File: src/design/cmw_pkg.sv
// Constants, register map and types for the transceiver mode/wake block.
// Assumes a 100 MHz core clock; time figures are converted to cycles here.
package cmw_pkg;
   // Clock period and the times that become counts
   localparam int CLK_PERIOD_NS = 10;
   localparam int T_EN_NS       = 10000;   // Transmit enabling time
   localparam int WAKE_MIN_NS   = 500;     // Wake filter, least phase
   localparam int WAKE_MAX_NS   = 1000000; // Wake window, longest phase
   localparam int TX_TO_NS      = 2000000; // Transmit dominant timeout
   // Least times round up, longest times round down
   localparam int EN_CYC_I   = (T_EN_NS + CLK_PERIOD_NS - 1) / CLK_PERIOD_NS;
   localparam int WMIN_CYC_I = (WAKE_MIN_NS + CLK_PERIOD_NS - 1)
                               / CLK_PERIOD_NS;
   localparam int WMAX_CYC_I = WAKE_MAX_NS / CLK_PERIOD_NS;
   localparam int TO_CYC_I   = (TX_TO_NS + CLK_PERIOD_NS - 1) / CLK_PERIOD_NS;

   localparam int CNT_W = 24;
   typedef logic [CNT_W-1:0] cmw_cnt_t;
   localparam cmw_cnt_t CNT_ONE = 24'h000001;

   // Register port
   localparam int ADDR_W = 4;
   localparam int DATA_W = 8;
   localparam logic [ADDR_W-1:0] ADDR_CTRL  = 4'h0;
   localparam logic [ADDR_W-1:0] ADDR_WSTAT = 4'h4;
   localparam logic [ADDR_W-1:0] ADDR_STAT  = 4'h8;
   localparam logic [DATA_W-1:0] RD_ZERO    = 8'h00;
   // Field positions
   localparam int CTRL_MODE_LSB = 0;
   localparam int CTRL_WD_BIT   = 2;
   localparam int WST_WAKE_BIT  = 0;
   localparam int WST_FAIL_BIT  = 1;
   localparam int ST_MODE_LSB   = 0;
   localparam int ST_ARMED_BIT  = 2;
   localparam int ST_TO_BIT     = 3;
   localparam int ST_EN_BIT     = 4;
   localparam int ST_TXARM_BIT  = 5;

   // Transceiver mode codes
   localparam logic [1:0] MODE_OFF  = 2'h0;
   localparam logic [1:0] MODE_WAKE = 2'h1;
   localparam logic [1:0] MODE_RXO  = 2'h2;
   localparam logic [1:0] MODE_NORM = 2'h3;

   // Chip mode codes, as presented by the chip state machine
   localparam logic [2:0] CHIP_INIT    = 3'h0;
   localparam logic [2:0] CHIP_NORMAL  = 3'h1;
   localparam logic [2:0] CHIP_STOP    = 3'h2;
   localparam logic [2:0] CHIP_SLEEP   = 3'h3;
   localparam logic [2:0] CHIP_RESTART = 3'h4;
   localparam logic [2:0] CHIP_FAIL    = 3'h5;

   typedef enum logic [1:0] {
      WUP_IDLE, WUP_DOM1, WUP_REC, WUP_DOM2
   } cmw_wup_state_t;
endpackage : cmw_pkg

File: src/design/cmw_wup_if.sv
// Link between the mode controller and the wake pattern detector.
// Assumes both ends run on the same clock.
`timescale 1ns/1ps
`default_nettype none
interface cmw_wup_if;
   logic enable;     // Detector armed and in wake capable mode
   logic bus_dom;    // Bus currently dominant
   logic wake_pulse; // One-cycle pulse on a complete pattern
   modport det (input enable, input bus_dom, output wake_pulse);
   modport ctl (output enable, output bus_dom, input wake_pulse);
endinterface : cmw_wup_if
`default_nettype wire

File: src/design/cmw_ctrl.sv
// Transceiver mode control, enabling delay, wake handling, tx timeout.
// Assumes chip_mode comes from the chip state machine and all inputs
// are synchronous to ref_clk; bus_rx is high for recessive.
//
// Chosen here: the strobed register port and the address map.
`timescale 1ns/1ps
`default_nettype none
module cmw_ctrl #(
   parameter cmw_pkg::cmw_cnt_t EN_CYC   = cmw_pkg::cmw_cnt_t'(cmw_pkg::EN_CYC_I),
   parameter cmw_pkg::cmw_cnt_t WMIN_CYC = cmw_pkg::cmw_cnt_t'(cmw_pkg::WMIN_CYC_I),
   parameter cmw_pkg::cmw_cnt_t WMAX_CYC = cmw_pkg::cmw_cnt_t'(cmw_pkg::WMAX_CYC_I),
   parameter cmw_pkg::cmw_cnt_t TO_CYC   = cmw_pkg::cmw_cnt_t'(cmw_pkg::TO_CYC_I)
) (
   input  wire logic                        ref_clk,
   input  wire logic                        rst,
   input  wire logic [cmw_pkg::ADDR_W-1:0]  reg_addr,
   input  wire logic [cmw_pkg::DATA_W-1:0]  reg_wdata,
   input  wire logic                        reg_wr,
   input  wire logic                        reg_rd,
   output logic      [cmw_pkg::DATA_W-1:0]  reg_rdata,
   input  wire logic [2:0]                  chip_mode,
   input  wire logic                        wd_enabled,
   input  wire logic                        can_tx_input,
   input  wire logic                        bus_rx,
   output logic                             can_rx_out,
   output logic                             tx_dominant,
   output logic                             bus_bias_on,
   output logic                             int_n,
   output logic                             restart_req,
   output logic                             wd_enable_req
);
   // Which transceiver modes each chip mode permits
   function automatic logic mode_allowed(input logic [1:0] m,
                                         input logic [2:0] c);
      logic run;
      run = (c == cmw_pkg::CHIP_NORMAL) || (c == cmw_pkg::CHIP_STOP);
      case (m)
         cmw_pkg::MODE_OFF:  mode_allowed = 1'b1;
         cmw_pkg::MODE_WAKE: mode_allowed = run
                                || (c == cmw_pkg::CHIP_SLEEP)
                                || (c == cmw_pkg::CHIP_RESTART);
         default:            mode_allowed = run;
      endcase
   endfunction : mode_allowed

   cmw_wup_if wup ();

   logic [1:0]         mode_ff, mode_prev_ff;
   logic [2:0]         chip_prev_ff;
   logic               wd_cfg_ff;
   logic               armed_ff, wake_hold_ff;
   logic               wake_flag_ff, fail_flag_ff, int_ff;
   cmw_pkg::cmw_cnt_t  en_cnt_ff, to_cnt_ff;
   logic               tx_arm_ff, to_ff;
   logic               rx_ff, tx_dom_ff, bias_ff, restart_ff, wd_req_ff;
   logic [cmw_pkg::DATA_W-1:0] rdata_ff;
   logic               wr_ctrl, wr_wstat;
   logic               norm_eff, rxo_eff, en_done, drive_ok;
   logic               chip_run, to_hit;
   logic               enter_stop, enter_fail;
   logic [1:0]         wr_mode;

   assign wr_ctrl    = reg_wr && (reg_addr == cmw_pkg::ADDR_CTRL);
   assign wr_wstat   = reg_wr && (reg_addr == cmw_pkg::ADDR_WSTAT);
   assign wr_mode    = reg_wdata[cmw_pkg::CTRL_MODE_LSB +: 2];
   assign chip_run   = (chip_mode == cmw_pkg::CHIP_NORMAL)
                       || (chip_mode == cmw_pkg::CHIP_STOP);
   assign norm_eff   = (mode_ff == cmw_pkg::MODE_NORM) && chip_run;
   assign rxo_eff    = (mode_ff == cmw_pkg::MODE_RXO) && chip_run;
   assign en_done    = en_cnt_ff >= EN_CYC;
   assign drive_ok   = norm_eff && tx_arm_ff && !to_ff;
   assign to_hit     = drive_ok && !can_tx_input && (to_cnt_ff >= TO_CYC);
   assign enter_stop = (chip_mode == cmw_pkg::CHIP_STOP)
                       && (chip_prev_ff != cmw_pkg::CHIP_STOP);
   assign enter_fail = (chip_mode == cmw_pkg::CHIP_FAIL)
                       && (chip_prev_ff != cmw_pkg::CHIP_FAIL);

   // Mode field: command writes checked against chip mode; Fail-Safe forces
   always_ff @(posedge ref_clk or posedge rst) begin
      if (rst) begin
         mode_ff   <= cmw_pkg::MODE_OFF;
         wd_cfg_ff <= 1'b0;
      end else begin
         if (enter_fail) begin
            mode_ff <= cmw_pkg::MODE_WAKE;
         end else if (wr_ctrl && mode_allowed(wr_mode, chip_mode)) begin
            mode_ff <= wr_mode;
         end
         if (wr_ctrl) wd_cfg_ff <= reg_wdata[cmw_pkg::CTRL_WD_BIT];
      end
   end

   // History for entry detection
   always_ff @(posedge ref_clk or posedge rst) begin
      if (rst) begin
         mode_prev_ff <= cmw_pkg::MODE_OFF;
         chip_prev_ff <= cmw_pkg::CHIP_INIT;
      end else begin
         mode_prev_ff <= mode_ff;
         chip_prev_ff <= chip_mode;
      end
   end

   // Arming: one wake per arming; flag clearing plays no part
   always_ff @(posedge ref_clk or posedge rst) begin
      if (rst) begin
         armed_ff <= 1'b0;
      end else if (mode_ff != cmw_pkg::MODE_WAKE) begin
         armed_ff <= enter_stop || enter_fail;
      end else if ((mode_prev_ff != cmw_pkg::MODE_WAKE)
                   || enter_stop || enter_fail) begin
         armed_ff <= 1'b1;
      end else if (wup.wake_pulse) begin
         armed_ff <= 1'b0;
      end
   end

   // Off mode ignores the bus entirely
   assign wup.enable  = armed_ff && (mode_ff == cmw_pkg::MODE_WAKE);
   assign wup.bus_dom = !bus_rx;

   cmw_wup_detect #(
      .WMIN_CYC (WMIN_CYC),
      .WMAX_CYC (WMAX_CYC)
   ) u_wup (
      .ref_clk (ref_clk),
      .rst     (rst),
      .wup     (wup)
   );

   // Wake indication held on the receive output until the mode changes
   always_ff @(posedge ref_clk or posedge rst) begin
      if (rst) begin
         wake_hold_ff <= 1'b0;
      end else if (mode_ff != cmw_pkg::MODE_WAKE) begin
         wake_hold_ff <= 1'b0;
      end else if (wup.wake_pulse) begin
         wake_hold_ff <= 1'b1;
      end
   end

   // Sticky flags, write one to clear; a new event beats the clear
   always_ff @(posedge ref_clk or posedge rst) begin
      if (rst) begin
         wake_flag_ff <= 1'b0;
         fail_flag_ff <= 1'b0;
         int_ff       <= 1'b0;
      end else begin
         if (wup.wake_pulse) begin
            wake_flag_ff <= 1'b1;
         end else if (wr_wstat && reg_wdata[cmw_pkg::WST_WAKE_BIT]) begin
            wake_flag_ff <= 1'b0;
         end
         if (wup.wake_pulse && chip_run) begin
            int_ff <= 1'b1;
         end else if (wr_wstat && reg_wdata[cmw_pkg::WST_WAKE_BIT]) begin
            int_ff <= 1'b0;
         end
         if (to_hit) begin
            fail_flag_ff <= 1'b1;
         end else if (wr_wstat && reg_wdata[cmw_pkg::WST_FAIL_BIT]) begin
            fail_flag_ff <= 1'b0;
         end
      end
   end

   // Chip-level reactions to a wake, as single-cycle requests
   always_ff @(posedge ref_clk or posedge rst) begin
      if (rst) begin
         restart_ff <= 1'b0;
         wd_req_ff  <= 1'b0;
      end else begin
         restart_ff <= wup.wake_pulse && !chip_run;
         wd_req_ff  <= wup.wake_pulse && wd_cfg_ff && !wd_enabled
                       && (chip_mode == cmw_pkg::CHIP_STOP);
      end
   end

   // Enabling time counted from entry into normal mode
   always_ff @(posedge ref_clk or posedge rst) begin
      if (rst) begin
         en_cnt_ff <= '0;
      end else if (!norm_eff) begin
         en_cnt_ff <= '0;
      end else if (!en_done) begin
         en_cnt_ff <= en_cnt_ff + cmw_pkg::CNT_ONE;
      end
   end

   // Early low on the transmit input is dropped; need a high first
   always_ff @(posedge ref_clk or posedge rst) begin
      if (rst) begin
         tx_arm_ff <= 1'b0;
      end else if (!norm_eff) begin
         tx_arm_ff <= 1'b0;
      end else if (en_done && can_tx_input) begin
         tx_arm_ff <= 1'b1;
      end
   end

   // Dominant timeout; the mode field is never touched here
   always_ff @(posedge ref_clk or posedge rst) begin
      if (rst) begin
         to_cnt_ff <= '0;
         to_ff     <= 1'b0;
      end else begin
         if (!drive_ok || can_tx_input) begin
            to_cnt_ff <= '0;
         end else if (!to_hit) begin
            to_cnt_ff <= to_cnt_ff + cmw_pkg::CNT_ONE;
         end
         if (to_hit) begin
            to_ff <= 1'b1;
         end else if (can_tx_input || !norm_eff) begin
            to_ff <= 1'b0;
         end
      end
   end

   // Pin outputs registered so they never glitch
   always_ff @(posedge ref_clk or posedge rst) begin
      if (rst) begin
         tx_dom_ff <= 1'b0;
         bias_ff   <= 1'b0;
         rx_ff     <= 1'b1;
      end else begin
         tx_dom_ff <= drive_ok && !can_tx_input && !to_hit;
         bias_ff   <= norm_eff || rxo_eff;
         if (norm_eff || rxo_eff) begin
            rx_ff <= bus_rx;
         end else if (mode_ff == cmw_pkg::MODE_WAKE) begin
            rx_ff <= !wake_hold_ff;
         end else begin
            rx_ff <= 1'b1;
         end
      end
   end

   // Register reads, data in the cycle after the strobe
   always_ff @(posedge ref_clk or posedge rst) begin
      if (rst) begin
         rdata_ff <= cmw_pkg::RD_ZERO;
      end else if (reg_rd) begin
         rdata_ff <= cmw_pkg::RD_ZERO;
         case (reg_addr)
            cmw_pkg::ADDR_CTRL: begin
               rdata_ff[cmw_pkg::CTRL_MODE_LSB +: 2] <= mode_ff;
               rdata_ff[cmw_pkg::CTRL_WD_BIT]        <= wd_cfg_ff;
            end
            cmw_pkg::ADDR_WSTAT: begin
               rdata_ff[cmw_pkg::WST_WAKE_BIT] <= wake_flag_ff;
               rdata_ff[cmw_pkg::WST_FAIL_BIT] <= fail_flag_ff;
            end
            cmw_pkg::ADDR_STAT: begin
               rdata_ff[cmw_pkg::ST_MODE_LSB +: 2] <= mode_ff;
               rdata_ff[cmw_pkg::ST_ARMED_BIT]     <= armed_ff;
               rdata_ff[cmw_pkg::ST_TO_BIT]        <= to_ff;
               rdata_ff[cmw_pkg::ST_EN_BIT]        <= en_done;
               rdata_ff[cmw_pkg::ST_TXARM_BIT]     <= tx_arm_ff;
            end
            default: rdata_ff <= cmw_pkg::RD_ZERO;
         endcase
      end
   end

   assign reg_rdata     = rdata_ff;
   assign can_rx_out    = rx_ff;
   assign tx_dominant   = tx_dom_ff;
   assign bus_bias_on   = bias_ff;
   assign int_n         = !int_ff;
   assign restart_req   = restart_ff;
   assign wd_enable_req = wd_req_ff;
endmodule : cmw_ctrl
`default_nettype wire

File: src/design/cmw_wup_detect.sv
// Wake pattern detector: dominant, recessive, dominant, each phase bounded.
// Assumes bus_dom is synchronous to ref_clk.
`timescale 1ns/1ps
`default_nettype none
module cmw_wup_detect #(
   parameter cmw_pkg::cmw_cnt_t WMIN_CYC = cmw_pkg::cmw_cnt_t'(cmw_pkg::WMIN_CYC_I),
   parameter cmw_pkg::cmw_cnt_t WMAX_CYC = cmw_pkg::cmw_cnt_t'(cmw_pkg::WMAX_CYC_I)
) (
   input  wire logic  ref_clk,
   input  wire logic  rst,
   cmw_wup_if.det     wup
);
   cmw_pkg::cmw_wup_state_t state_ff, nxt_state;
   cmw_pkg::cmw_cnt_t       cnt_ff;
   logic                    prev_dom_ff;
   logic                    wake_ff;
   logic                    nxt_wake;
   logic                    edge_seen;
   logic                    len_ok;

   assign edge_seen      = wup.bus_dom != prev_dom_ff;
   assign len_ok         = (cnt_ff > WMIN_CYC) && (cnt_ff < WMAX_CYC);
   assign wup.wake_pulse = wake_ff;

   // Phase length, restarted on every bus level change, saturating
   always_ff @(posedge ref_clk or posedge rst) begin
      if (rst) begin
         cnt_ff      <= cmw_pkg::CNT_ONE;
         prev_dom_ff <= 1'b0;
      end else begin
         prev_dom_ff <= wup.bus_dom;
         if (edge_seen) begin
            cnt_ff <= cmw_pkg::CNT_ONE;
         end else if (cnt_ff < WMAX_CYC) begin
            cnt_ff <= cnt_ff + cmw_pkg::CNT_ONE;
         end
      end
   end

   // Pattern sequencer; a phase outside the window starts over
   always_comb begin
      nxt_state = state_ff;
      nxt_wake  = 1'b0;
      case (state_ff)
         cmw_pkg::WUP_IDLE: begin
            if (edge_seen && wup.bus_dom) nxt_state = cmw_pkg::WUP_DOM1;
         end
         cmw_pkg::WUP_DOM1: begin
            if (edge_seen) begin
               nxt_state = len_ok ? cmw_pkg::WUP_REC : cmw_pkg::WUP_IDLE;
            end
         end
         cmw_pkg::WUP_REC: begin
            if (edge_seen) begin
               nxt_state = len_ok ? cmw_pkg::WUP_DOM2 : cmw_pkg::WUP_DOM1;
            end
         end
         cmw_pkg::WUP_DOM2: begin
            if (edge_seen) begin
               nxt_wake  = len_ok;
               nxt_state = cmw_pkg::WUP_IDLE;
            end
         end
         default: nxt_state = cmw_pkg::WUP_IDLE;
      endcase
      // Too long a phase abandons the pattern
      if (!edge_seen && cnt_ff >= WMAX_CYC) nxt_state = cmw_pkg::WUP_IDLE;
      if (!wup.enable) begin
         nxt_state = cmw_pkg::WUP_IDLE;
         nxt_wake  = 1'b0;
      end
   end

   // Sequencer state and registered wake pulse
   always_ff @(posedge ref_clk or posedge rst) begin
      if (rst) begin
         state_ff <= cmw_pkg::WUP_IDLE;
         wake_ff  <= 1'b0;
      end else begin
         state_ff <= nxt_state;
         wake_ff  <= nxt_wake;
      end
   end
endmodule : cmw_wup_detect
`default_nettype wire

File: config.mk
export PLATFORM = sky130hd
export DESIGN_NAME = cmw_ctrl
export DESIGN_NICKNAME = d
export VERILOG_FILES = /design/src/design/cmw_pkg.sv /design/src/design/cmw_wup_if.sv /design/src/design/cmw_ctrl.sv /design/src/design/cmw_wup_detect.sv
export SDC_FILE = /design/constraint.sdc
export NUM_CORES = 1
export LEC_CHECK = 0
export ABC_AREA = 1
export ABC_CLOCK_PERIOD_IN_PS = 10800
export BUFFER_PORTS_ARGS = -buffer_cell sky130_fd_sc_hd__buf_2
export CAP_MARGIN = 40
export CORE_MARGIN = 10
export CORE_UTILIZATION = 55
export CTS_BUF_LIST = sky130_fd_sc_hd__clkbuf_8
export DETAILED_ROUTE_END_ITERATION = 7
export PLACE_DENSITY = 0.84
export SYNTH_ARGS = -nofsm -noshare
export SYNTH_HDL_FRONTEND = slang
export SYNTH_SLANG_ARGS = --single-unit
File: constraint.sdc
create_clock -name ref_clk -period 10.8 [get_ports ref_clk]
set_clock_uncertainty 0.2 [all_clocks]
set_input_delay 2.16 -clock ref_clk [delete_from_list [all_inputs] [get_ports ref_clk]]
set_output_delay 2.16 -clock ref_clk [all_outputs]
set_load 0.02 [all_outputs]
==> Word level (Yosys, flattened, before mapping) <==
Index checks and enable logic that the tools add are counted.
{ "totals": {"regBits": 102, "inputBits": 22, "output_inout_bits": 14} }
{ "op_classes": {"addsub": 3, "order_cmp": 5, "eq_ne": 26, "n_mux": 41, "n_reduce_logical": 57} }
{ "ops": {"columns": ["operator", "n"], "rows": [
  ["2-to-1 mux 24 bit", 6],
  ["adder 24 x 1 -> 24 bit, second input constant", 3],
  [">= comparator 24 x 10 -> 1 bit, second input constant", 1],
  [">= comparator 24 x 17 -> 1 bit, second input constant", 1],
  [">= comparator 24 x 18 -> 1 bit, second input constant", 1],
  ["greater-than comparator 24 x 6 -> 1 bit, second input constant", 1],
  ["logical AND 1 bit", 24],
  ["< comparator 24 x 17 -> 1 bit, second input constant", 1],
  ["2-to-1 mux 1 bit", 20],
  ["2-to-1 mux 2 bit", 10],
  ["inequality test 4 bit, second input constant", 4],
  ["nonzero test 2 bit", 7],
  ["logical NOT 1 bit", 11],
  ["logical OR 1 bit", 9],
  ["== test 2 bit, second input constant", 4],
  ["inequality test 2 x 1 -> 1 bit, second input constant", 4],
  ["one-hot mux 2 bit (4 select lines)", 1],
  ["== test 2 x 1 -> 1 bit, second input constant", 3],
  ["== test 3 x 2 -> 1 bit, second input constant", 2],
  ["== test 3 bit, second input constant", 2],
  ["== test 4 x 3 -> 1 bit, second input constant", 1],
  ["== test 4 bit, second input constant", 1],
  ["logical NOT 2 bit", 2],
  ["logical NOT 4 bit", 1],
  ["other kinds (11)", 12]
]} }

==> Logic depth before layout (Yosys ltp) <==
Gate-level depths: netlist (run 1).
{ "logic_depth": {"depth_word": 9, "mapped_depth": 11, "ltp_nobuf": 11} }

==> Cells and area by module <==
Synthesis (run 1) repeated with hierarchy kept, for this count alone.
{ "hier_totals": {"hier_cells": 697, "hier_area_um2": 5397.7} }
{ "by_module_without_submodules": {"columns": ["mod", "instances", "cells_per_inst", "area_per_inst_um2", "seq_area_each_um2"], "rows": [
  ["cmw_ctrl", 1, 464, 3696.0, 1853.0],
  ["cmw_wup_detect", 1, 233, 1701.6, 701.9]
]} }

==> Worst setup path before layout (run 1) <==
Ideal clock, no wire load.
{ "synth_timing": {"path_kind": "input-to-reg", "from": "in bus_rx", "to": "reg u_wup.state_ff[1]", "arrival_time_ps": 3262, "required_ps": 10478, "setup_slack_ps": 7216, "path_stages": 7, "n_path_buf": 1, "cell_sequence": "inv_1 ha_1 clkbuf_1 nand4_1 o2bb2ai_1 nand2_1 a21boi_1"} }
{ "synth_via": {"elab_chain_cells": 6, "elab_cells_between_ends": 12, "cone_classes": "eq/ne: 5; mux: 2; reduce/logical: 5"} }
{ "synth_rtl": {"columns": ["element", "line_no", "text"], "rows": [
  ["start, declared", "cmw_ctrl.sv:24", "input wire logic bus_rx,"],
  ["logical NOT 1 bit (*)", "cmw_ctrl.sv:120", "assign wup.bus_dom = !bus_rx;"],
  ["inequality test 1 bit", "cmw_wup_detect.sv:21", "assign edge_seen = wup.bus_dom != prev_dom_ff;"],
  ["logical NOT 1 bit", "cmw_wup_detect.sv:67", "if (!edge_seen && cnt_ff >= WMAX_CYC) nxt_state = cmw_pkg::WUP_IDLE;"],
  ["logical AND 1 bit", "cmw_wup_detect.sv:67", null],
  ["inequality test 4 bit (no line) / 2-to-1 mux 2 bit (equally long branches)", null, null],
  ["AND reduction 4 bit (no line) / 2-to-1 mux 2 bit (equally long branches)", null, null],
  ["end signal, assigned", "cmw_wup_detect.sv:77", "state_ff <= cmw_pkg::WUP_IDLE;"],
  ["end signal, assigned", "cmw_wup_detect.sv:80", "state_ff <= nxt_state;"],
  ["end, declared", "cmw_wup_detect.sv:13", "cmw_pkg::cmw_wup_state_t state_ff, nxt_state;"]
]} }
Every way passes the cells marked *; elsewhere a longest branch is shown, timed or not.
A chain may end at the register's enable or synchronous reset.

==> Worst setup path in the final report (run 1) <==
{ "layout_timing": {"from": "in chip_mode[0]", "to": "reg to_cnt_ff[0]"} }
{ "layout_via": {"elab_chain_cells": 8, "elab_cells_between_ends": 12, "cone_classes": "eq/ne: 3; mux: 1; reduce/logical: 8"} }
{ "layout_rtl": {"columns": ["element", "line_no", "text"], "rows": [
  ["start, declared", "cmw_ctrl.sv:21", "input wire logic [2:0] chip_mode,"],
  ["== test 3 x 1 -> 1 bit / == test 3 x 2 -> 1 bit (equally long branches)", "cmw_ctrl.sv:66, cmw_ctrl.sv:67", null],
  ["logical OR 1 bit (*)", "cmw_ctrl.sv:67", "|| (chip_mode == cmw_pkg::CHIP_STOP);"],
  ["logical AND 1 bit (*)", "cmw_ctrl.sv:68", "assign norm_eff = (mode_ff == cmw_pkg::MODE_NORM) && chip_run;"],
  ["logical AND 1 bit (*) (2 in series)", "cmw_ctrl.sv:71", "assign drive_ok = norm_eff && tx_arm_ff && !to_ff;"],
  ["logical AND 1 bit / logical NOT 1 bit (equally long branches)", "cmw_ctrl.sv:72, cmw_ctrl.sv:207", null],
  ["logical AND 1 bit / logical OR 1 bit (equally long branches)", "cmw_ctrl.sv:72, cmw_ctrl.sv:207", null],
  ["inequality test 2 x 1 -> 1 bit (no line) / 2-to-1 mux 24 bit (equally long branches)", null, null],
  ["end signal, assigned", "cmw_ctrl.sv:210", "to_cnt_ff <= to_cnt_ff + cmw_pkg::CNT_ONE;"],
  ["end, declared", "cmw_ctrl.sv:53", "cmw_pkg::cmw_cnt_t en_cnt_ff, to_cnt_ff;"]
]} }
Marks and branches as above.

==> impl_metrics.tcl, run 1 <==
set metrics [dict create \
    root_buffer "clkbuf_8" \
    grt.total_usage_pct 16.7 \
    drive_gt1_share_pct 12.3 \
    htreeDepth 3 \
    slew_headroom_pct 44.9 \
    num_vias 4163 \
    grt_pass1_wl_um 18600 \
    via_per_inst 5.41 \
    finalCritPeriodShare_pct 37.0 \
    clk_pin_slew_worst_paths_ns 0.10 \
    finalHoldViolCount 0 \
    worstPathRequired_ns 10.89 \
    synth_top_area_cell "dfrtp_1" \
    syn_inst 624 \
    layout_common_cells "nand2_1, dfrtp_1, inv_1, nor2_1, nand3_1" \
    die_w_um 117 \
    yosysUniqueCellTypes 48 \
    post-route-min-period_ns 3.99 \
    cts_resized 0 \
    numClockSinks 102 \
    cp.arrival_ns 4.08 \
    post_drt_wl_per_cell_um 13.4 \
    setup_tns_ns 0 \
    drv.max_cap_violation_count 0 \
    fp.dieH_um 117 \
    synthFlopType "dfrtp_1" \
    routed_wl_um 10300 \
    ys_async_sr_fraction_pct 100 \
    coreArea_um2 9150 \
    rows 35 \
    hp-class "flip-flop to flip-flop" \
    drtIter0Drc 313 \
    ys_ff_latch 102 \
    setup_viol_count_final 0 \
    cp-start-kind "input pin" \
    drc_errors 0 \
    num_io_pins 36 \
    synth_top_area_share_pct 48.7 \
    drt_pre_antenna_iters 5 \
    fin_nets 683 \
    port-buffer-count 28 \
    synth_edf_count 0 \
    die-area_um2 13600 \
    worstMarginPinSlew_ns 0.827 \
    synthTopCellsByArea "dfrtp_1, nand2_1, inv_1" \
    rsz0062_at_grt "no" \
    status "completed" \
    slowest_stage "nor3_4" \
    ant_nets 0 \
    hold_buffers 0 \
    cts.path.max_buffers 2 \
    synth_area_um2 5140 \
    path_class "input pin to flip-flop" \
    gp_congestion 0.944 \
    syn2layout_area_growth_pct 7.81 \
    path_common_cell "nand2_1" \
    grt_pass1_vias 4231 \
    p_leak_uw 0.00257 \
    antenna_found_initial 0 \
    p_total_uw 690 \
    antennaDiodeCount 0 \
    grt_max_degree 70 \
    critPathMaxFanout 14 \
    post_cts_buffers 0 \
    cp_slowest_stage_delay_ns 0.44 \
    crit_chain "buf_2, inv_1, nand2_1, nand2_1, nand2_2, nor3_4, nand4_4, clkinv_2, nand2_1, o21ai_1" \
    critPathCaptureType "flip-flop" \
    syn_area_per_cell_um2 8.24 \
    ys_seq_area_share_pct 49.7 \
    ir_worst_vdd_v 0.0000989 \
    final_common_cell "nand2_1" \
    start_util_pct 56.2 \
    yosysWarnings 0 \
    fmax_mhz 250 \
    cts_buffers 9 \
    grt_overflow 0 \
    slew_violations 0 \
    cts_tree "yes" \
    clk_latency_ns 0.37 \
    p_per_area_nw_per_um2 124 \
    filler_cell_count 775 \
    hpwl_um 7620 \
]
## critical path, delay by kind of cell
kind	cells	cell delay [ns]
and+or+nand+nor	6	1.23
buffers and inverters	3	0.52
AOI/OAI and AO/OA	1	0.17
## synth_stat cells, types with 2 or more instances
master	count
a31o_2	2
nand2_1	113
a21oi_1	16
o21ai_0	33
nor2_2	3
or2_2	2
nor3b_2	2
o31ai_1	6
nor3b_1	4
dfstp_2	2
o211ai_1	3
inv_2	4
nor3_2	2
inv_1	100
buf_6	4
dfrtp_1	100
nand4_1	16
o21ai_2	2
nor2_1	85
buf_4	2
ha_1	7
nand3_1	50
o21ai_1	4
clkbuf_1	3
nor3_1	18
nand2_2	4
a21oi_2	4
nand2_4	2
xor2_1	12
## sequential cells by signal (all words and copies together), names as in the netlist, 2 cells and up
signal and cells:
en_cnt_ff 24, mode_prev_ff 2, u_wup.cnt_ff 24, chip_prev_ff 3, reg_rdata 6, u_wup.state_ff 2
mode_ff 2, to_cnt_ff 24
## final cells by class
class	instances	area (um^2)	area share, %
repair buffers	30	175	3.16
multi-input cells	406	2090	37.8
inverters	105	398	7.18
well taps	111	139	2.51
clock buffers	10	138	2.48
clock inverters	6	45.0	0.813
flip-flops and latches	102	2550	46.1
## layer usage
| layer | global-route usage [%] | share of wire (%) | vias to the layer above |
|---|---|---|---|
| met1 | 19.6 | 44 | 2000 |
| li1 | - | - | 2053 |
| met4 | 4.70 | 1.2 | 0 |
| met3 | 5.08 | 4.9 | 13 |
| met2 | 28.8 | 50 | 97 |
| met5 | 0 | 0 | - |
## final timing paths
| check | startpoint | end | slack, ns | cells past startpoint |
|---|---|---|---|---|
| min in group asynchronous | rst | u_wup.cnt_ff[1] | 1.58 | 2 |
| max in group asynchronous | rst | to_cnt_ff[12] | 7.64 | 3 |
| worst max-delay path | chip_mode[0] | to_cnt_ff[0] | 6.81 | 10 |
| worst min-delay path | mode_ff[1] | mode_prev_ff[1] | 0.18 | 0 |
| worst min register to register | mode_ff[1] | mode_prev_ff[1] | 0.18 | 0 |
| worst max register to register | mode_ff[0] | to_cnt_ff[0] | 8.40 | 6 |
## power by group
group / leakage, uW / switching, uW / internal, uW
sequential: 0.00139 / 8.83 / 394
clock: 0.0000906 / 132 / 91.7
combinational: 0.00110 / 43.3 / 20.6
## stage by stage
stage / instance area (um^2) / hold WS [ns] / utilization [%] / instances / setup slack [ns]
after floorplan: 5140 / 0.154 / - / 625 / 5.77
after CTS: 5540 / 0.185 / 60.5 / 770 / 6.84
final: 5540 / 0.183 / 60.5 / 770 / 6.81
after global placement: 5330 / 0.155 / 58.3 / 753 / 6.52
after global routing: 5540 / 0.206 / 60.5 / 770 / 6.64
after detailed placement: 5360 / 0.163 / 58.6 / 754 / 6.44
## cells by family (layout without fill, tap and decap cells)
kind of cell | Yosys count | after routing | share of synthesized area [%]
adder cells (fa/ha/maj) | 7 | 7 | 1.70
XOR/XNOR | 12 | 12 | 2.04
AO/OA/AOI/OAI | 77 | 77 | 8.93
flip-flops | 102 | 102 | 49.7
buffers and inverters | 117 | 151 | 9.66
AND/OR/NAND/NOR | 308 | 308 | 27.9
other | 1 | 2 | 0.0730
No activity file was read; power rests on OpenSTA's default activity.
==> inputs of run 2 (changes only) <==
--- a/config.mk
+++ b/config.mk
@@ -6,14 +6,14 @@
 export NUM_CORES = 1
 export LEC_CHECK = 0
 export ABC_AREA = 1
-export ABC_CLOCK_PERIOD_IN_PS = 10800
+export ABC_CLOCK_PERIOD_IN_PS = 3400
 export BUFFER_PORTS_ARGS = -buffer_cell sky130_fd_sc_hd__buf_2
 export CAP_MARGIN = 40
 export CORE_MARGIN = 10
 export CORE_UTILIZATION = 55
 export CTS_BUF_LIST = sky130_fd_sc_hd__clkbuf_8
 export DETAILED_ROUTE_END_ITERATION = 7
-export PLACE_DENSITY = 0.84
+export PLACE_DENSITY = 0.87
 export SYNTH_ARGS = -nofsm -noshare
 export SYNTH_HDL_FRONTEND = slang
 export SYNTH_SLANG_ARGS = --single-unit
==> constraint.sdc (replaced) <==
create_clock -name ref_clk -period 3.4 [get_ports ref_clk]
set_clock_uncertainty 0.2 [all_clocks]
set_input_delay 0.68 -clock ref_clk [delete_from_list [all_inputs] [get_ports ref_clk]]
set_output_delay 0.68 -clock ref_clk [all_outputs]
set_load 0.02 [all_outputs]
==> run 2 against run 1 <==
Net effect:
- first-iteration DRC count rose by 17%
- via count hardly changed
- wire length rose by 1.8%
- count of clock-buffer cells in the layout decreased by 1
- register-to-register slack got worse by 7.1 ns
- clock power grew to 3.3 times the previous value
- worst hold slack better by 0.0062 ns
- sequential cell count is the same
- sequential power grew to 3.2 times the previous value
- critical path type unchanged
==> impl_metrics.tcl, run 2 (synthesis gave the netlist of run 1 again) <==
set metrics [dict create \
    status "completed" \
    rsz0062_at_grt "no" \
    post-route-min-period_ns 2.14 \
    cts_resized 0 \
    drtIter0Drc 366 \
    die_w_um 117 \
    path_class "input pin to flip-flop" \
    coreArea_um2 9150 \
    final_util_pct 60.6 \
    reg_top3 "en_cnt_ff x24, to_cnt_ff x24, u_wup.cnt_ff x24" \
    cts_buffers 9 \
    post_drt_wl_per_cell_um 13.7 \
    cp-start-kind "input pin" \
    drive_gt1_share_pct 12.4 \
    num_vias 4166 \
    fin_nets 684 \
    critPathCaptureType "flip-flop" \
    hold_end "mode_prev_ff[1]" \
    reg2reg_to "u_wup.state_ff[0]" \
    antennaDiodeCount 0 \
    cts_tree "yes" \
    routed_wl_um 10500 \
    grt_pass1_wl_um 18400 \
    drt_pre_antenna_iters 5 \
    timing.rr.start "u_wup.prev_dom_ff" \
    final_common_cell "nand2_1" \
    slew_violations 0 \
    drc_errors 0 \
    htreeDepth 3 \
    cts.path.max_buffers 2 \
    grt_max_degree 103 \
    finalCritPeriodShare_pct 62.9 \
    grt.total_usage_pct 16.4 \
    min_path_cells 0 \
    ir_worst_vdd_v 0.000290 \
    p_per_area_nw_per_um2 399 \
    start_util_pct 56.2 \
    port-buffer-count 28 \
    post_cts_buffers 0 \
    grt_overflow 0 \
    fmax_mhz 468 \
    root_buffer "clkbuf_8" \
    grt_pass1_vias 4234 \
    cp.arrival_ns 2.24 \
    multi_input_area_um2 2090 \
    syn2layout_area_growth_pct 7.94 \
    hold_buffers 0 \
    antenna_found_initial 0 \
    p_total_uw 2210 \
    via_per_inst 5.40 \
    ff_latch_area_um2 2550 \
    worstMarginPinSlew_ns 0.680 \
    rrSetupSlack_ns 1.35 \
    finalHoldViolCount 0 \
    clk_pin_slew_worst_paths_ns 0.10 \
    layout_common_cells "nand2_1, dfrtp_1, inv_1, nor2_1, nand3_1" \
    filler_cell_count 752 \
    fp.dieH_um 117 \
    p_leak_uw 0.00258 \
    rows 35 \
    critPathMaxFanout 19 \
    clk_latency_ns 0.36 \
    die-area_um2 13600 \
    hold_start "mode_ff[1]" \
    gp_congestion 0.872 \
    hp-class "flip-flop to flip-flop" \
    num_io_pins 36 \
    worstPathRequired_ns 3.50 \
    ant_nets 0 \
    hpwl_um 7640 \
    drv.max_cap_violation_count 0 \
    reg2reg_depth 8 \
    setup_viol_count_final 0 \
    numClockSinks 102 \
    setup_tns_ns 0 \
    slew_headroom_pct 54.6 \
]
run 2: routing by layer:
layer	GRT usage (%)	vias to the layer above	share of wire, %
met5	0	-	0
met1	20.1	2014	45
met2	28.2	89	51
met3	3.13	13	3.2
li1	-	2050	-
met4	5.68	0	1.1
run 2: layout make-up:
type / count / share of cell area, %
flip-flops and latches: 102 / 46.1
clock inverters: 7 / 1.15
repair buffers: 31 / 3.16
well taps: 111 / 2.50
multi-input cells: 406 / 37.7
inverters: 105 / 7.19
clock buffers: 9 / 2.23
run 2: per-stage QoR:
stage | cell area [um^2] | setup slack [ns] | hold slack [ns] | instances
after CTS | 5550 | 1.29 | 0.191 | 771
after global placement | 5360 | 0.978 | 0.163 | 755
final | 5550 | 1.26 | 0.190 | 771
after floorplan | 5150 | 1.30 | 0.154 | 625
after detailed placement | 5360 | 0.943 | 0.168 | 755
after global routing | 5550 | 1.10 | 0.205 | 771
run 2: how the worst max path moves through the flow:
stage                     startpoint  slack, ns  cells after the start                end
after global routing          bus_rx       1.10                      8  u_wup.state_ff[0]
final                         bus_rx       1.26                      9  u_wup.state_ff[0]
after CTS                     bus_rx       1.29                      8  u_wup.state_ff[0]
after floorplan                  rst       1.30                      1           armed_ff
after detailed placement      bus_rx       0.94                      8  u_wup.state_ff[0]
after global placement        bus_rx       0.98                      8  u_wup.state_ff[0]
run 2: worst max-delay path, cell delays in order:
cell,delay (ns)
buf_2,0.07
inv_1,0.05
ha_1,0.73
nand4_1,0.22
o2bb2ai_1,0.18
nand2_1,0.10
nand2_1,0.08
nand2_1,0.05
nand2_1,0.06
run 2: report_power, final:
group	total [uW]	switching, uW	internal [uW]
combinational	200	136	63.3
sequential	1280	27.9	1250
clock	733	447	286
==> inputs of run 3 (changes only) <==
--- a/config.mk
+++ b/config.mk
@@ -5,15 +5,15 @@
 export SDC_FILE = /design/constraint.sdc
 export NUM_CORES = 1
 export LEC_CHECK = 0
-export ABC_AREA = 1
-export ABC_CLOCK_PERIOD_IN_PS = 3400
+export ABC_AREA = 0
+export ABC_CLOCK_PERIOD_IN_PS = 2029
 export BUFFER_PORTS_ARGS = -buffer_cell sky130_fd_sc_hd__buf_2
 export CAP_MARGIN = 40
 export CORE_MARGIN = 10
 export CORE_UTILIZATION = 55
 export CTS_BUF_LIST = sky130_fd_sc_hd__clkbuf_8
 export DETAILED_ROUTE_END_ITERATION = 7
-export PLACE_DENSITY = 0.87
+export PLACE_DENSITY = 0.84
 export SYNTH_ARGS = -nofsm -noshare
 export SYNTH_HDL_FRONTEND = slang
 export SYNTH_SLANG_ARGS = --single-unit
==> constraint.sdc (replaced) <==
create_clock -name ref_clk -period 2.03 [get_ports ref_clk]
set_clock_uncertainty 0.2 [all_clocks]
set_input_delay 0.406 -clock ref_clk [delete_from_list [all_inputs] [get_ports ref_clk]]
set_output_delay 0.406 -clock ref_clk [all_outputs]
set_load 0.02 [all_outputs]
==> run 3 against run 2 <==
Net effect:
- the flow now finishes with violations (negative hold slack, negative setup slack)
- synthesized cell count shrank 26%
- core utilization grew 11 points
- combinational power grew 52%
- total power grew 66%
- register-to-register slack lost 1.6 ns
- count of clock-buffer cells in the layout is the same
- sequential cell count is the same
- die area shrank 5.7%
- non-clock buffer count grew 50
- first-iteration DRC count shrank 37%
- critical path type is now flip-flop to flip-flop
- critical endpoint is now to_cnt_ff[16]
- largest cell class unchanged
==> impl_metrics.tcl, run 3 <==
set metrics [dict create \
    cts.path.max_buffers 2 \
    finalCritPeriodShare_pct 110 \
    grt_overflow 0 \
    routed_wl_um 11700 \
    slew_headroom_pct 55.3 \
    ff_latch_area_um2 2560 \
    failed_checks "negative hold slack, negative setup slack" \
    synthFlopType "dfrtp_1" \
    drtIter0Drc 230 \
    grt_max_degree 103 \
    cts_buffers 9 \
    synth_edf_count 0 \
    start_util_pct 57.4 \
    finalInstanceArea_um2 5960 \
    drive_gt1_share_pct 30.1 \
    status "finished, violations left" \
    postPlaceCellArea_um2 5360 \
    critPathCaptureType "flip-flop" \
    hp-class "input pin to async pin" \
    rsz0062_at_grt "yes" \
    finalHoldViolCount 18 \
    ys_ff_latch 102 \
    post-route-min-period_ns 2.24 \
    ys_async_sr_fraction_pct 100 \
    critPathMaxFanout 4 \
    post_drt_wl_per_cell_um 18.0 \
    num_io_pins 36 \
    drc_errors 0 \
    route.met3.wl_um 556 \
    layout_setup_ws_ns -0.206 \
    die-area_um2 12800 \
    synth_top_area_share_pct 52.3 \
    syn2layout_area_growth_pct 24.6 \
    num_vias 3890 \
    hold_slack_ns -0.0322 \
    fmax_mhz 447 \
    hpwl_um 7220 \
    syn_area_per_cell_um2 10.4 \
    via_per_inst 6.01 \
    synthTopCellsByArea "dfrtp_1, and2_1, xnor2_1" \
    drt-met1-wl_um 5150 \
    antennaDiodeCount 0 \
    grt_pass1_wl_um 17900 \
    cp.arrival_ns 2.33 \
    setup_viol_count_final 19 \
    ant_nets 0 \
    p_per_area_nw_per_um2 615 \
    layout_common_cells "dfrtp_1, buf_4, nor2_1, and2_1, buf_2" \
    root_buffer "clkbuf_8" \
    antenna_found_initial 0 \
    fin_nets 566 \
    syn_inst 460 \
    drv.max_cap_violation_count 0 \
    dpl.cell_count 623 \
    cp-start-kind "flip-flop" \
    ys_top_cells_by_count "dfrtp_1, nor2_1, and2_1" \
    fin_cells 647 \
    clk_latency_ns 0.35 \
    ir_worst_vdd_v 0.000521 \
    worstPathRequired_ns 2.12 \
    clk_pin_slew_worst_paths_ns 0.10 \
    worstMarginPinSlew_ns 0.668 \
    ys_seq_area_share_pct 53.4 \
    grt.total_usage_pct 16.4 \
    path_class "flip-flop to flip-flop" \
    reg_top3 "en_cnt_ff x24, to_cnt_ff x24, u_wup.cnt_ff x24" \
    htreeDepth 3 \
    multi_input_area_um2 2410 \
    top_layer "met4" \
    gp_congestion 0.905 \
    wl_met2_um 5710 \
    port-buffer-count 28 \
    synth_top_area_cell "dfrtp_1" \
    yosysUniqueCellTypes 63 \
    final_common_cell "dfrtp_1" \
    drt_pre_antenna_iters 5 \
    die_w_um 113 \
    cts_tree "yes" \
    grt_pass1_vias 3862 \
    slew_violations 0 \
    numClockSinks 102 \
    filler_cell_count 532 \
    synth_area_um2 4790 \
    coreArea_um2 8340 \
    fp.dieH_um 113 \
    synth.most_common_cell "dfrtp_1" \
    yosysWarnings 0 \
    rows 33 \
    p_leak_uw 0.00258 \
]
run 3: changes by cell type after synthesis, sizes merged, moves of 8 or more:
cell   before  now
nand4      17    9
and3        0    8
nand2     119   28
o21ai      39   15
and2        0   31
xnor2       0   19
nor4        1   13
inv       104   19
nand3      51   19
nor2       89   31
xor2       12    1
or3         0    8
run 3: report_power, final:
part	internal (uW)	total [uW]	leakage, uW	switching (uW)
Sequential	2080	2140	0.00139	56.7
Clock	473	1230	0.0000927	753
Combinational	126	305	0.00110	179
Total	2680	3670	0.00258	989
run 3: layer usage:
metal,vias up,GRT usage [%]
met3,23,2.75
met5,-,0
met1,1937,21.3
met4,0,7.87
li1,1804,-
met2,126,26.1
run 3: what timing repair did:
item / 4_1_cts / 5_1_grt
setup buffers: 1 / 5
hold buffers: 1 / 0
pin swaps: 25 / 25
hold endpoints to repair: 1 / 0
endpoints found under the setup margin: 18 / 28
gates cloned: 1 / 0
resized for setup: 20 / 50
run 3: critical path, cell delays in order (launching register included):
cell     delay [ns]
dfrtp_1        0.43
buf_6          0.14
and4_1         0.21
nand3_1        0.14
or3_4          0.37
or4_4          0.53
a21oi_2        0.15
run 3: per-stage QoR:
step	hold slack, ns	TNS [ns]	setup slack (ns)	util [%]	total power (uW)
after floorplan	0.237	-0.00352	-0.00352	-	2350
after global placement	0.261	-1.89	-0.184	64.2	2450
after detailed placement	0.267	-2.16	-0.197	64.2	2470
after CTS	0.00225	-1.39	-0.185	68.0	3660
after global routing	0.00813	-3.36	-0.243	71.5	3800
final	-0.0322	-2.04	-0.206	71.5	3670
run 3: kinds of logic (layout without fill, tap and decap cells):
logic type | after synthesis | in the layout | share of synthesized area [%]
xor gates and xnor gates | 20 | 20 | 3.66
other | 1 | 2 | 0.0784
AOI/OAI and AO/OA | 83 | 84 | 11.7
muxes | 7 | 7 | 1.52
and+or+nand+nor | 204 | 204 | 24.6
DFF | 102 | 102 | 53.4
adders and majority gates | 7 | 7 | 1.83
buffers and inverters | 36 | 116 | 3.27
run 3: worst paths after layout:
path                                from               end  slack [ns]  depth (start not counted)
max                        to_cnt_ff[12]     to_cnt_ff[16]       -0.21                          6
min                                  rst  u_wup.cnt_ff[12]       -0.03                          3
max reg2reg                to_cnt_ff[12]     to_cnt_ff[16]       -0.21                          6
max in group asynchronous            rst   u_wup.cnt_ff[0]        1.25                          3
min in group ref_clk        chip_mode[1]   chip_prev_ff[1]        0.01                          1
min reg2reg                 wake_hold_ff      wake_hold_ff        0.29                          1
run 3: cell type report:
cell class / count / share of cell area [%]
Timing Repair Buffer: 81 / 10.0
Clock inverter: 7 / 1.05
Multi-Input combinational cell: 324 / 40.5
Inverter: 19 / 1.26
Tap cell: 105 / 2.20
Clock buffer: 9 / 2.08
Sequential cell: 102 / 42.9
